File: src/logic/afc_regs.svh
// Register offsets, write masks, field positions, reset values and the read-back bit count of the front-end control block.
`ifndef AFC_REGS_SVH
`define AFC_REGS_SVH
`define AFC_ADDR_SETUP1    6'h01
`define AFC_ADDR_SETUP2    6'h02
`define AFC_ADDR_SETUP3    6'h03
`define AFC_ADDR_SWRESET   6'h04
`define AFC_ADDR_ACYCRST   6'h05
`define AFC_ADDR_SETUP4    6'h06
`define AFC_ADDR_REVISION  6'h07
`define AFC_ADDR_SETUP5    6'h08
`define AFC_ADDR_SETUP6    6'h09
`define AFC_ADDR_SPECIAL   6'h0C
`define AFC_ADDR_LAST      6'h0C
`define AFC_ADDR_RB_BIT    4
`define AFC_DEF_SETUP1     8'h03
`define AFC_DEF_SETUP2     8'h20
`define AFC_DEF_SETUP3     8'h1F
`define AFC_MASK_SETUP2    8'hEF
`define AFC_MASK_SETUP5    8'h1F
`define AFC_MASK_SETUP6    8'h0F
`define AFC_MASK_SPECIAL   8'h02
`define AFC_BIT_EN         0
`define AFC_BIT_SINGLE_CHANNEL_MODE       2
`define AFC_BIT_SELECTIVE_POWERDOWN      3
`define AFC_BIT_LBL        0
`define AFC_BIT_ACYC       1
`define AFC_BIT_FME        2
`define AFC_BIT_DET        0
`define AFC_BIT_POL        4
`define AFC_SO_BITS        3'h7
`endif

File: src/logic/afc_pkg.sv
// Types shared by the front-end control block.
package afc_pkg;
	typedef enum logic [1:0] {
		AFC_SO_IDLE  = 2'h0,
		AFC_SO_SHIFT = 2'h1
	} afc_so_state_t;
	typedef enum logic [1:0] {
		AFC_RED   = 2'h0,
		AFC_GREEN = 2'h1,
		AFC_BLUE  = 2'h2
	} afc_colour_t;
endpackage

File: src/logic/afc_control.sv
// Control, serial port, sync detection, power and colour selection of the front end.
`timescale 1ns/10ps
`include "afc_regs.svh"
module afc_control
	import afc_pkg::*;
#(
	parameter logic [7:0] REVISION = 8'h5A // Arbitrary value.
) (
	input  wire logic       i_core_clk,
	input  wire logic       i_resetn,
	input  wire logic       i_clk_en,
	input  wire logic       i_serial_clock_pin,
	input  wire logic       i_serial_data_in,
	input  wire logic       i_serial_load_strobe,
	input  wire logic       i_pixel_sync,
	input  wire logic       i_autocycle_pulse_pin,
	input  wire logic [5:0] i_addr,
	input  wire logic [7:0] i_wr_data,
	input  wire logic       i_wr_stb,
	input  wire logic       i_rd_stb,
	output logic      [7:0] o_rd_data,
	output logic            o_serial_data_out,
	output logic            o_serial_data_oe,
	output logic            o_sample_strobe,
	output logic            o_powerdown_all,
	output logic      [3:0] o_block_disable,
	output logic            o_green_pd,
	output logic            o_blue_pd,
	output logic            o_single_channel,
	output logic      [1:0] o_input_mux_sel,
	output logic      [1:0] o_offset_gain_sel
);

	// Reset value of a register slot.
	function automatic logic [7:0] reg_default(input logic [5:0] a);
		case (a)
			`AFC_ADDR_SETUP1: reg_default = `AFC_DEF_SETUP1;
			`AFC_ADDR_SETUP2: reg_default = `AFC_DEF_SETUP2;
			`AFC_ADDR_SETUP3: reg_default = `AFC_DEF_SETUP3;
			default:          reg_default = 8'h00;
		endcase
	endfunction

	// Writable bits of a register slot; zero for write-only or absent slots.
	function automatic logic [7:0] wr_mask(input logic [5:0] a);
		case (a)
			`AFC_ADDR_SETUP1, `AFC_ADDR_SETUP3, `AFC_ADDR_SETUP4: wr_mask = 8'hFF;
			`AFC_ADDR_SETUP2:  wr_mask = `AFC_MASK_SETUP2;
			`AFC_ADDR_SETUP5:  wr_mask = `AFC_MASK_SETUP5;
			`AFC_ADDR_SETUP6:  wr_mask = `AFC_MASK_SETUP6;
			`AFC_ADDR_SPECIAL: wr_mask = `AFC_MASK_SPECIAL;
			default:           wr_mask = 8'h00;
		endcase
	endfunction

	// Register storage, indexed by address.
	logic [7:0] regs_reg [0:12];

	// Read value of an address; unmapped and write-only slots read zero.
	function automatic logic [7:0] read_reg(input logic [5:0] a);
		if (a == `AFC_ADDR_REVISION) begin
			read_reg = REVISION;
		end else if (a <= `AFC_ADDR_LAST) begin
			read_reg = regs_reg[a[3:0]] & wr_mask(a);
		end else begin
			read_reg = 8'h00;
		end
	endfunction

	// Two-flop synchronisers for every pin input.
	// The serial clock rests high, so its flops reset high and no false edge follows reset.
	logic [1:0] sclk_sync_reg;
	logic [1:0] sdi_sync_reg;
	logic [1:0] sen_sync_reg;
	logic [1:0] psync_sync_reg;
	logic [1:0] acyc_sync_reg;
	logic       sclk_prev_reg;
	logic       sen_prev_reg;
	logic       psync_prev_reg;
	logic       acyc_prev_reg;

	always_ff @(posedge i_core_clk or negedge i_resetn) begin
		if (!i_resetn) begin
			sclk_sync_reg  <= 2'h3;
			sdi_sync_reg   <= 2'h0;
			sen_sync_reg   <= 2'h0;
			psync_sync_reg <= 2'h0;
			acyc_sync_reg  <= 2'h0;
			sclk_prev_reg  <= 1'b1;
			sen_prev_reg   <= 1'b0;
			psync_prev_reg <= 1'b0;
			acyc_prev_reg  <= 1'b0;
		end else if (i_clk_en) begin
			sclk_sync_reg  <= {sclk_sync_reg[0], i_serial_clock_pin};
			sdi_sync_reg   <= {sdi_sync_reg[0], i_serial_data_in};
			sen_sync_reg   <= {sen_sync_reg[0], i_serial_load_strobe};
			psync_sync_reg <= {psync_sync_reg[0], i_pixel_sync};
			acyc_sync_reg  <= {acyc_sync_reg[0], i_autocycle_pulse_pin};
			sclk_prev_reg  <= sclk_sync_reg[1];
			sen_prev_reg   <= sen_sync_reg[1];
			psync_prev_reg <= psync_sync_reg[1];
			acyc_prev_reg  <= acyc_sync_reg[1];
		end
	end

	// Edges of the synchronised pins.
	wire sclk_rise  = sclk_sync_reg[1] & ~sclk_prev_reg;
	wire sclk_fall  = ~sclk_sync_reg[1] & sclk_prev_reg;
	wire sen_rise   = sen_sync_reg[1] & ~sen_prev_reg;
	wire psync_rise = psync_sync_reg[1] & ~psync_prev_reg;
	wire psync_fall = ~psync_sync_reg[1] & psync_prev_reg;
	wire acyc_rise  = acyc_sync_reg[1] & ~acyc_prev_reg;

	// Serial input shifter: address then data, MSB first, on rising serial clock.
	// Only the last fourteen bits before the load strobe count; older bits fall off the top.
	logic [13:0] shift_in_reg;

	always_ff @(posedge i_core_clk or negedge i_resetn) begin
		if (!i_resetn) begin
			shift_in_reg <= 14'h0000;
		end else if (i_clk_en && sclk_rise) begin
			shift_in_reg <= {shift_in_reg[12:0], sdi_sync_reg[1]};
		end
	end

	// Decoding of the loaded serial word and of the parallel port.
	wire [5:0] ser_addr  = shift_in_reg[13:8];
	wire [7:0] ser_data  = shift_in_reg[7:0];
	wire       ser_rd    = sen_rise & ser_addr[`AFC_ADDR_RB_BIT];
	wire       ser_wr    = sen_rise & ~ser_addr[`AFC_ADDR_RB_BIT];
	wire [5:0] rb_addr   = {ser_addr[5], 1'b0, ser_addr[3:0]};
	wire [7:0] rb_word   = read_reg(rb_addr);
	wire       sw_reset  = (ser_wr && ser_addr == `AFC_ADDR_SWRESET) ||
	                       (i_wr_stb && i_addr == `AFC_ADDR_SWRESET);
	wire       acyc_rst  = (ser_wr && ser_addr == `AFC_ADDR_ACYCRST) ||
	                       (i_wr_stb && i_addr == `AFC_ADDR_ACYCRST);

	// Register file; serial loads are taken in the core domain after synchronising.
	// A serial load beats a parallel write to the same slot in the same cycle.
	always_ff @(posedge i_core_clk or negedge i_resetn) begin
		if (!i_resetn) begin
			for (int i = 0; i <= 12; i++) begin
				regs_reg[i] <= reg_default(6'(i));
			end
		end else if (i_clk_en) begin
			if (sw_reset) begin
				for (int i = 0; i <= 12; i++) begin
					regs_reg[i] <= reg_default(6'(i));
				end
			end else begin
				for (int i = 0; i <= 12; i++) begin
					if (i_wr_stb && i_addr == 6'(i)) begin
						regs_reg[i] <= i_wr_data & wr_mask(6'(i));
					end
					if (ser_wr && ser_addr == 6'(i)) begin
						regs_reg[i] <= ser_data & wr_mask(6'(i));
					end
				end
			end
		end
	end

	// Parallel read port: data stand in the cycle after the strobe only.
	// Zero outside that cycle keeps a stale word from looking valid.
	always_ff @(posedge i_core_clk or negedge i_resetn) begin
		if (!i_resetn) begin
			o_rd_data <= 8'h00;
		end else if (i_clk_en) begin
			o_rd_data <= i_rd_stb ? read_reg(i_addr) : 8'h00;
		end
	end

	// Read-back shifter: MSB presented at load, next bit on each falling serial clock.
	// A new read-back strobe restarts the word; the fall after the last bit frees the pin.
	afc_so_state_t so_state_reg;
	logic [7:0]    so_bits_reg;
	logic [2:0]    so_cnt_reg;

	always_ff @(posedge i_core_clk or negedge i_resetn) begin
		if (!i_resetn) begin
			so_state_reg      <= AFC_SO_IDLE;
			so_bits_reg       <= 8'h00;
			so_cnt_reg        <= 3'h0;
			o_serial_data_out <= 1'b0;
			o_serial_data_oe  <= 1'b0;
		end else if (i_clk_en) begin
			if (ser_rd) begin
				so_state_reg      <= AFC_SO_SHIFT;
				so_bits_reg       <= rb_word;
				so_cnt_reg        <= `AFC_SO_BITS;
				o_serial_data_out <= rb_word[7];
				o_serial_data_oe  <= 1'b1;
			end else begin
				case (so_state_reg)
					AFC_SO_IDLE: begin
						o_serial_data_oe <= 1'b0;
					end
					AFC_SO_SHIFT: begin
						if (sclk_fall) begin
							so_bits_reg       <= {so_bits_reg[6:0], 1'b0};
							o_serial_data_out <= so_bits_reg[6];
							so_cnt_reg        <= so_cnt_reg - 3'h1;
							if (so_cnt_reg == 3'h0) begin
								so_state_reg      <= AFC_SO_IDLE;
								o_serial_data_out <= 1'b0;
								o_serial_data_oe  <= 1'b0;
							end
						end
					end
					default: begin
						so_state_reg <= AFC_SO_IDLE;
					end
				endcase
			end
		end
	end

	// Fields that steer the sampling, power and colour logic.
	wire       det_en    = regs_reg[8][`AFC_BIT_DET];
	wire       det_pol   = regs_reg[8][`AFC_BIT_POL];
	wire [2:0] det_delay = regs_reg[8][3:1];
	wire       selective_powerdown     = regs_reg[1][`AFC_BIT_SELECTIVE_POWERDOWN];
	wire       pwr_en    = regs_reg[1][`AFC_BIT_EN];
	wire       single_channel_mode      = regs_reg[1][`AFC_BIT_SINGLE_CHANNEL_MODE];
	wire [3:0] dis_mask  = regs_reg[9][3:0];
	wire [1:0] chan_sel  = regs_reg[3][7:6];
	wire       line_seq  = regs_reg[6][`AFC_BIT_LBL];
	wire       acyc_sel  = regs_reg[6][`AFC_BIT_ACYC];
	wire       force_en  = regs_reg[6][`AFC_BIT_FME];
	wire [1:0] intm_sel  = regs_reg[6][5:4];
	wire [1:0] force_sel = regs_reg[6][7:6];

	// Edge detector and delay counter for the internal sync pulse.
	// A new edge during a delay restarts the count, so one pulse follows the last edge.
	logic [2:0] dly_cnt_reg;
	wire        det_edge  = det_pol ? psync_rise : psync_fall;
	wire        dly_done  = (dly_cnt_reg == 3'h1);
	wire        int_pulse = (det_edge && det_delay == 3'h0) || dly_done;
	wire        sync_evt  = det_en ? int_pulse : psync_fall;

	always_ff @(posedge i_core_clk or negedge i_resetn) begin
		if (!i_resetn) begin
			dly_cnt_reg <= 3'h0;
		end else if (i_clk_en) begin
			if (det_en && det_edge && det_delay != 3'h0) begin
				dly_cnt_reg <= det_delay;
			end else if (dly_cnt_reg != 3'h0) begin
				dly_cnt_reg <= dly_cnt_reg - 3'h1;
			end
		end
	end

	// Sample strobe on the first edge after the (internal or pin) sync pulse.
	always_ff @(posedge i_core_clk or negedge i_resetn) begin
		if (!i_resetn) begin
			o_sample_strobe <= 1'b0;
		end else if (i_clk_en) begin
			o_sample_strobe <= sync_evt;
		end
	end

	// Auto-cycle colour counter.
	// A reset write wins over a pulse that lands in the same cycle.
	afc_colour_t cyc_colour_reg;
	wire         cyc_step = acyc_sel & acyc_rise;
	wire [1:0]   cyc_next = (cyc_colour_reg == AFC_BLUE) ? AFC_RED : cyc_colour_reg + 2'h1;

	always_ff @(posedge i_core_clk or negedge i_resetn) begin
		if (!i_resetn) begin
			cyc_colour_reg <= AFC_RED;
		end else if (i_clk_en) begin
			if (acyc_rst || sw_reset) begin
				cyc_colour_reg <= AFC_RED;
			end else if (cyc_step) begin
				cyc_colour_reg <= afc_colour_t'(cyc_next);
			end
		end
	end

	// Multiplexer selection and power decode.
	wire [1:0] og_sel    = acyc_sel ? cyc_colour_reg : intm_sel;
	wire [1:0] lbl_in    = force_en ? force_sel : og_sel;
	wire [1:0] in_sel    = line_seq ? lbl_in : chan_sel;
	wire [3:0] blk_dis   = selective_powerdown ? dis_mask : {4{~pwr_en}};
	wire       pd_all    = ~selective_powerdown & ~pwr_en;

	// Registered control outputs; register contents never depend on power state.
	// Green and blue are also off when the whole device is down.
	always_ff @(posedge i_core_clk or negedge i_resetn) begin
		if (!i_resetn) begin
			o_powerdown_all   <= 1'b0;
			o_block_disable   <= 4'h0;
			o_green_pd        <= 1'b0;
			o_blue_pd         <= 1'b0;
			o_single_channel  <= 1'b0;
			o_input_mux_sel   <= 2'h0;
			o_offset_gain_sel <= 2'h0;
		end else if (i_clk_en) begin
			o_powerdown_all   <= pd_all;
			o_block_disable   <= blk_dis;
			o_green_pd        <= line_seq | pd_all;
			o_blue_pd         <= line_seq | pd_all;
			o_single_channel  <= single_channel_mode | line_seq;
			o_input_mux_sel   <= in_sel;
			o_offset_gain_sel <= og_sel;
		end
	end
endmodule // afc_control

File: config.mk
export PLATFORM = sky130hd
export DESIGN_NAME = afc_control
export DESIGN_NICKNAME = d
export VERILOG_FILES = /design/src/logic/afc_pkg.sv /design/src/logic/afc_control.sv
export VERILOG_INCLUDE_DIRS = /design/src /design/src/logic
export SDC_FILE = /design/constraint.sdc
export NUM_CORES = 1
export LEC_CHECK = 0
export BUFFER_PORTS_ARGS = -buffer_cell sky130_fd_sc_hd__clkbuf_2
export CORE_ASPECT_RATIO = 0.75
export CORE_MARGIN = 2
export CORE_UTILIZATION = 60
export DETAILED_ROUTE_END_ITERATION = 7
export PLACE_DENSITY_LB_ADDON = 0.05
export RECOVER_POWER = 25
export SYNTH_ARGS = -nofsm -noshare
export SYNTH_HDL_FRONTEND = slang
export SYNTH_SLANG_ARGS = --single-unit
File: constraint.sdc
create_clock -name i_core_clk -period 2.2 [get_ports i_core_clk]
set_clock_uncertainty 0.1 [all_clocks]
set_input_delay 0.44 -clock i_core_clk [delete_from_list [all_inputs] [get_ports i_core_clk]]
set_output_delay 0.44 -clock i_core_clk [all_outputs]
set_load 0.05 [all_outputs]
* Word level (Yosys, flattened, before mapping)
Index checks and enable logic that the tools add are counted.
** Cells by class
- Magnitude comparators :: 4
- Equality and inequality tests :: 38
- Muxes and demuxes :: 152
- Bitwise gates (word level) :: 51
- Reduce and logical (&&, ||, !) cells :: 79
- Add/sub/neg operators :: 3
** Operator list (count)
- 2-to-1 mux 8 bit :: 118
- bitwise AND 8 bit :: 28
- 2-to-1 mux 104 bit :: 1
- case mux 8 bit (5 select lines) :: 2
- binary-select mux 8 bit (select 4 bit) :: 2
- equality test 6 x 4 -> 1 bit (second input constant) :: 10
- equality test 6 x 3 -> 1 bit (second input constant) :: 8
- nonzero test 3 bit :: 16
- logical AND 1 bit :: 30
- AND reduction 2 bit :: 15
- equality test 6 x 2 -> 1 bit (second input constant) :: 4
- 2-to-1 mux 7 bit :: 3
- 2-to-1 mux 2 bit :: 9
- equality test 5 x 4 -> 1 bit (second input constant) :: 3
- 2-to-1 mux 3 bit :: 5
- equality test 6 x 1 -> 1 bit (second input constant) :: 2
- <= comparator 6 x 4 -> 1 bit (second input constant) :: 2
- zero test 6 bit :: 2
- bitwise AND 1 bit :: 10
- equality test 5 x 2 -> 1 bit (second input constant) :: 2
- equality test 5 x 3 -> 1 bit (second input constant) :: 2
- >= comparator 5 bit (second input constant) :: 2
- inverter 4 -> 5 bit :: 2
- 2-to-1 mux 1 bit :: 9
- other kinds (20) :: 40
** Storage, ports and cells
- Register bits after elaboration :: 171
- Logic and storage cells :: 365
- Input port bits :: 24

* Longest topological paths before layout
- Depth after elaboration :: 11
- Mapped depth :: 8

* Least setup slack after synthesis
OpenSTA, ideal clock, no wires.
- Path kind :: reg2reg
- Start :: register shift_in_reg[12]
- End :: register regs_reg, in the netlist chan_sel[0]
- Clock period less this slack :: 2.048 ns
- Slack :: 0.152 ns
- Stages on the path, launching flop included :: 7
- Arrival time :: 1.825 ns
- Cells stage by stage :: dfrtp_1 > or4b_4 > or3_1 > buf_6 > o21ai_4 > o21ai_0 > o2bb2ai_1
** Between the ends
- Cells in the longest elaborated chain, start to end :: 6
- Elaborated cells on any way between the ends :: 11
** RTL lines
- start, declared :: RTL line afc_control.sv:116 : logic [13:0] shift_in_reg;
- start signal, assigned :: RTL line afc_control.sv:122 : shift_in_reg <= {shift_in_reg[12:0], sdi_sync_reg[1]};
- branches (longest 6 deep; another with equality test 6 x 3 -> 1 bit)
- end signal, assigned by index :: RTL line afc_control.sv:143 : regs_reg[i] <= reg_default(6'(i));
- end signal, assigned by index :: RTL line afc_control.sv:148 : regs_reg[i] <= reg_default(6'(i));
- end signal, assigned by index :: RTL line afc_control.sv:153 : regs_reg[i] <= i_wr_data & wr_mask(6'(i));
- end, declared :: RTL line afc_control.sv:57 : logic [7:0] regs_reg [0:12];
Several ways; the timed one is not identified.
A chain may end at the register's enable or synchronous reset.

* Worst setup path after layout
- Start :: register sen_prev_reg
- End :: register regs_reg, in the netlist det_delay[1]
** Between the ends
- Cells in the longest elaborated chain, start to end :: 7
- Elaborated cells on any way between the ends :: 10
** RTL lines
- start, declared :: RTL line afc_control.sv:78 : logic sen_prev_reg;
- start signal, assigned :: RTL line afc_control.sv:100 : sen_prev_reg <= sen_sync_reg[1];
- inverter 1 bit (*) :: RTL line afc_control.sv:109 : wire sen_rise = sen_sync_reg[1] & ~sen_prev_reg;
- bitwise AND 1 bit (*) :: RTL line afc_control.sv:109
- bitwise AND 1 bit (*) :: RTL line afc_control.sv:130 : wire ser_wr = sen_rise & ~ser_addr[`AFC_ADDR_RB_BIT];
- logical AND 1 bit
- logical OR 1 bit :: RTL line afc_control.sv:133 : wire sw_reset = (ser_wr && ser_addr == `AFC_ADDR_SWRESET) ||
- nonzero test 3 bit (no source line)
- AND reduction 2 bit (no source line)
Mark *: on every way between the ends. The rest lies on a longest branch, timed or not.

==> impl_table.tex <==
\begin{tabular}{lr}
\hline
Metric & Value \\
\hline
\multicolumn{2}{l}{\textbf{Routing}} \\
Total DRC errors in the routed layout & 0 \\
Routed via count divided by cell count & 6.46 \\
Overall via count from detail\_route & 5057 \\
Drt first pass iters & 7 \\
Mean routed wirelength per cell & 21.5 um \\
Residual antenna-violating net count after detailed routing & 0 \\
Number of DRC markers after the initial detailed-route iteration & 439 \\
Wirelength, routed & 16900 um \\
\multicolumn{2}{l}{\textbf{Critical path}} \\
Cell Chain, Critical Path & or4b\_4 -> nor2\_4 -> buf\_4 -> nand2\_2 -> mux2i\_2 -> o31ai\_1 \\
Worst Path Buf+Inv & 1 \\
Worst-path maximum fanout & 5 \\
CP Data Arrival Time & 2.28 ns \\
Critical setup path kind & reg2reg \\
Cell class contributing the biggest share of worst-path delay & simple AND/OR/NAND/NOR gates \\
Critical Path Sink Type & flip-flop \\
CP max stage delay & 0.54 ns \\
Worst Path Required & 2.33 ns \\
Startpoint class of the critical path & flip-flop \\
CP max stage cell & sky130\_fd\_sc\_hd\_\_or4b\_4 \\
\multicolumn{2}{l}{\textbf{Clock network}} \\
Clock tree root buffer cell & sky130\_fd\_sc\_hd\_\_clkbuf\_16 \\
Num Clock Sinks & 107 \\
Clk\_lat worst skew & 0.35 ns \\
Clock tree from TritonCTS & done \\
Clock edge transition at the registers on the reported setup and hold paths & 0.07 ns \\
CTS HTree Levels & 3 \\
CTS Hold Bufs & 0 \\
Cts bufs inserted & 9 \\
Buffers from clock root to sink, at most & 2 \\
\multicolumn{2}{l}{\textbf{STA}} \\
Min Clock Period, post-route & 2.14 ns \\
Worst slew margin relative to its limit & 2.44\% \\
Number of endpoints failing setup at the final stage & 0 \\
Max Clock Freq & 467 MHz \\
Hold Violations, Final & 0 \\
Transition time of the tightest slew-check pin & 1.46 ns \\
Final clock period utilization by the worst path & 97.4\% \\
Count of final max-slew check failures & 0 \\
\multicolumn{2}{l}{\textbf{Die}} \\
Floorplan die height & 90.6 um \\
Horizontal die dimension & 119 um \\
Effective utilization at floorplan & 61.9\% \\
Die area & 10800 um\^{}2 \\
Standard-cell row count & 31 \\
Core Box Area & 9700 um\^{}2 \\
Number of top-level pins & 47 \\
\multicolumn{2}{l}{\textbf{Cells and area}} \\
Post-layout net count & 675 \\
Sequential cell area & 2690 um\^{}2 \\
Relative area change from synthesis to final layout & 15.7\% \\
Share of cells above drive strength 1 & 29.5\% \\
Post-layout instance count excluding filler cells & 783 \\
Final core utilization & 71.6\% \\
Total area of multi-input combinational cells & 3090 um\^{}2 \\
Antenna cells & 0 \\
Number of flip-flops in the largest register & 22 \\
FILL cells & 737 \\
\multicolumn{2}{l}{\textbf{Run}} \\
Maximum Capacitance Violations & 0 \\
\multicolumn{2}{l}{\textbf{Placed design}} \\
Last weighted congestion value of the routability-driven placer & 0.988 \\
Port Buffer Count & 46 \\
Detailed-placement wirelength estimate & 12500 um \\
Number of cells in the design after placement & 767 \\
\multicolumn{2}{l}{\textbf{Power}} \\
Power Density & 983 nW/um\^{}2 \\
Part of the total power dissipated in the clock network & 22.5\% \\
LEAKAGE & 0.00331 uW \\
Logic pwr share & 33.7\% \\
Peak VDD IR & 0.000684 V \\
Sw Pwr & 2570 uW \\
Switching share of total power & 37.7\% \\
Relative contribution of sequential cells to total power & 43.8\% \\
Internal power & 4250 uW \\
\multicolumn{2}{l}{\textbf{Global routing}} \\
Final global-route overflow total & 0 \\
Via count of the first global-routing pass & 5038 \\
All-Layer GR Usage & 33.0\% \\
Global-route wire length before repair & 27600 um \\
Maximum number of pins on one net before global-route repair & 108 \\
Number of antenna violations at the first check in global routing & 0 \\
\multicolumn{2}{l}{\textbf{Synthesis}} \\
Post-synthesis sequential element count & 107 \\
Cell count after synthesis & 576 \\
Synthesized cell area & 6000 um\^{}2 \\
Number of flops mapped to enable cells by yosys & 0 \\
Async S/R FF share, synth & 100\% \\
Warnings, synthesis & 0 \\
Avg Synthesized Cell Area & 10.4 um\^{}2 \\
Most instantiated flip-flop cell in the synthesis netlist & sky130\_fd\_sc\_hd\_\_dfrtp\_1 \\
Number of unique standard cell types used by synthesis & 65 \\
Net count after synthesis & 605 \\
Sequential cell area fraction in the yosys report & 44.9\% \\
\multicolumn{2}{l}{\textbf{Outcome}} \\
Status & finished, final reports clean \\
\multicolumn{2}{l}{\textbf{Hold path}} \\
Class of the most critical hold timing path & in2reg \\
\hline
\end{tabular}
-- logic make-up after synthesis --
kind of cell | synth area share [%]
AOI/OAI and AO/OA | 19.9
xor gates and xnor gates | 0.146
adders and majority gates | 1.04
buffers and inverters | 4.23
DFF | 44.9
muxes | 17.6
and+or+nand+nor | 12.1
-- area by class of cell --
type	count	share of cell area, %
Clock buffer	12	3.55
Clock inverter	4	0.450
Inverter	24	1.30
Multi-Input combinational cell	407	44.5
Sequential cell	107	38.8
Tap cell	132	2.38
Timing Repair Buffer	97	9.05
-- layer usage --
layer	wire [um]	track usage [%]
met1	7520	48.1
met2	7360	48.1
met3	1590	9.22
met4	393	9.71
met5	0	0
-- final timing paths --
kind,start,end,slack (ns),cells past startpoint
worst min-delay path,i_serial_data_in,sdi_sync_reg[0]$_DFFE_PN0P_,0.22,2
max in group asynchronous,i_resetn,sen_prev_reg$_DFFE_PN0P_,0.55,2
worst max register to register,sen_prev_reg$_DFFE_PN0P_,det_delay[1]$_DFFE_PN0P_,0.06,6
worst max-delay path,sen_prev_reg$_DFFE_PN0P_,det_delay[1]$_DFFE_PN0P_,0.06,6
worst min register to register,o_serial_data_out$_DFFE_PN0P_,o_serial_data_out$_DFFE_PN0P_,0.39,2
min in group asynchronous,i_resetn,dly_cnt_reg[0]$_DFFE_PN0P_,0.43,2
-- synth_stat cells, types with 5 or more instances --
library cell,number,area [um^2]
sky130_fd_sc_hd__dfrtp_1,96,2400
sky130_fd_sc_hd__mux2i_1,54,541
sky130_fd_sc_hd__mux2_2,46,518
sky130_fd_sc_hd__nand2_1,40,150
sky130_fd_sc_hd__o21ai_0,29,145
sky130_fd_sc_hd__a21oi_1,28,140
sky130_fd_sc_hd__nor2_1,28,105
sky130_fd_sc_hd__o2bb2ai_1,27,236
sky130_fd_sc_hd__inv_1,24,90.1
sky130_fd_sc_hd__clkbuf_1,22,82.6
sky130_fd_sc_hd__nand3_1,15,75.1
sky130_fd_sc_hd__dfstp_2,11,289
sky130_fd_sc_hd__nor2b_1,9,56.3
sky130_fd_sc_hd__o22ai_1,9,56.3
sky130_fd_sc_hd__buf_1,8,30.0
sky130_fd_sc_hd__nor3_1,8,40.0
sky130_fd_sc_hd__o31ai_1,7,52.6
sky130_fd_sc_hd__a31oi_1,6,37.5
sky130_fd_sc_hd__nand2b_1,6,37.5
sky130_fd_sc_hd__nand4_1,6,37.5
sky130_fd_sc_hd__a21boi_0,5,37.5
sky130_fd_sc_hd__a221oi_1,5,43.8
sky130_fd_sc_hd__a22oi_1,5,37.5
sky130_fd_sc_hd__a2bb2oi_2,5,75.1
sky130_fd_sc_hd__buf_2,5,25.0
sky130_fd_sc_hd__ha_1,5,62.6
sky130_fd_sc_hd__nand3b_1,5,37.5
-- cell usage in the layout (no fill, tap or decap), types with 3 or more instances in the layout --
cell type | Yosys | layout
sky130_fd_sc_hd__a21boi_0 | 5 | 5
sky130_fd_sc_hd__a21oi_1 | 28 | 28
sky130_fd_sc_hd__a221oi_1 | 5 | 5
sky130_fd_sc_hd__a22o_1 | 3 | 3
sky130_fd_sc_hd__a22oi_1 | 5 | 5
sky130_fd_sc_hd__a2bb2oi_1 | 4 | 4
sky130_fd_sc_hd__a2bb2oi_2 | 5 | 5
sky130_fd_sc_hd__a31oi_1 | 6 | 6
sky130_fd_sc_hd__and3b_1 | 4 | 4
sky130_fd_sc_hd__buf_4 | 2 | 49
sky130_fd_sc_hd__clkbuf_16 | 0 | 9
sky130_fd_sc_hd__clkbuf_2 | 0 | 45
sky130_fd_sc_hd__dfrtp_1 | 96 | 95
sky130_fd_sc_hd__dfstp_2 | 11 | 11
sky130_fd_sc_hd__ha_1 | 5 | 5
sky130_fd_sc_hd__inv_1 | 24 | 24
sky130_fd_sc_hd__inv_6 | 0 | 3
sky130_fd_sc_hd__mux2_2 | 46 | 46
sky130_fd_sc_hd__mux2i_1 | 54 | 52
sky130_fd_sc_hd__nand2_1 | 40 | 39
sky130_fd_sc_hd__nand2b_1 | 6 | 6
sky130_fd_sc_hd__nand3_1 | 15 | 15
sky130_fd_sc_hd__nand3b_1 | 5 | 5
sky130_fd_sc_hd__nand4_1 | 6 | 6
sky130_fd_sc_hd__nor2_1 | 28 | 28
sky130_fd_sc_hd__nor2b_1 | 9 | 8
sky130_fd_sc_hd__nor3_1 | 8 | 8
sky130_fd_sc_hd__nor3b_1 | 4 | 4
sky130_fd_sc_hd__o21ai_0 | 29 | 29
sky130_fd_sc_hd__o22ai_1 | 9 | 9
sky130_fd_sc_hd__o2bb2ai_1 | 27 | 27
sky130_fd_sc_hd__o31ai_1 | 7 | 7
-- power by group through the flow --
stage | registers (uW) | logic [uW] | clock network, uW
2_1_floorplan | 3000 | 1390 | 0
3_3_place_gp | 2970 | 2170 | 0
3_5_place_dp | 3000 | 2230 | 0
4_1_cts | 2960 | 2250 | 1550
5_1_grt | 3050 | 2470 | 1630
6_report | 2990 | 2300 | 1540
-- worst register-to-register path, cell delays in order (launching register included) --
cell and delay, ns:
sky130_fd_sc_hd__dfrtp_2 0.44, sky130_fd_sc_hd__or4b_4 0.54, sky130_fd_sc_hd__nor2_4 0.14, sky130_fd_sc_hd__buf_4 0.14
sky130_fd_sc_hd__nand2_2 0.15, sky130_fd_sc_hd__mux2i_2 0.22, sky130_fd_sc_hd__o31ai_1 0.29
-- what timing repair did --
item,CTS,global route
pin swaps,0,1
buffers inserted,0,0
gates resized for setup,0,10
endpoints found under the setup margin,1,40
-- through the flow --
stage | setup WS (ns) | hold WS, ns | cell area [um^2] | total power [uW] | setup TNS, ns
3_5_place_dp | -0.0333 | 0.373 | 6640 | 5220 | -0.0466
5_1_grt | -0.00358 | 0.229 | 6940 | 7140 | -0.00431
3_3_place_gp | 0.0453 | 0.364 | 6640 | 5140 | 0
6_report | 0.0566 | 0.220 | 6940 | 6820 | 0
4_1_cts | -0.00361 | 0.0981 | 6920 | 6760 | -0.00361
2_1_floorplan | 0.152 | 0.0444 | 6000 | 4390 | 0
No activity file was read; power rests on OpenSTA's default activity.
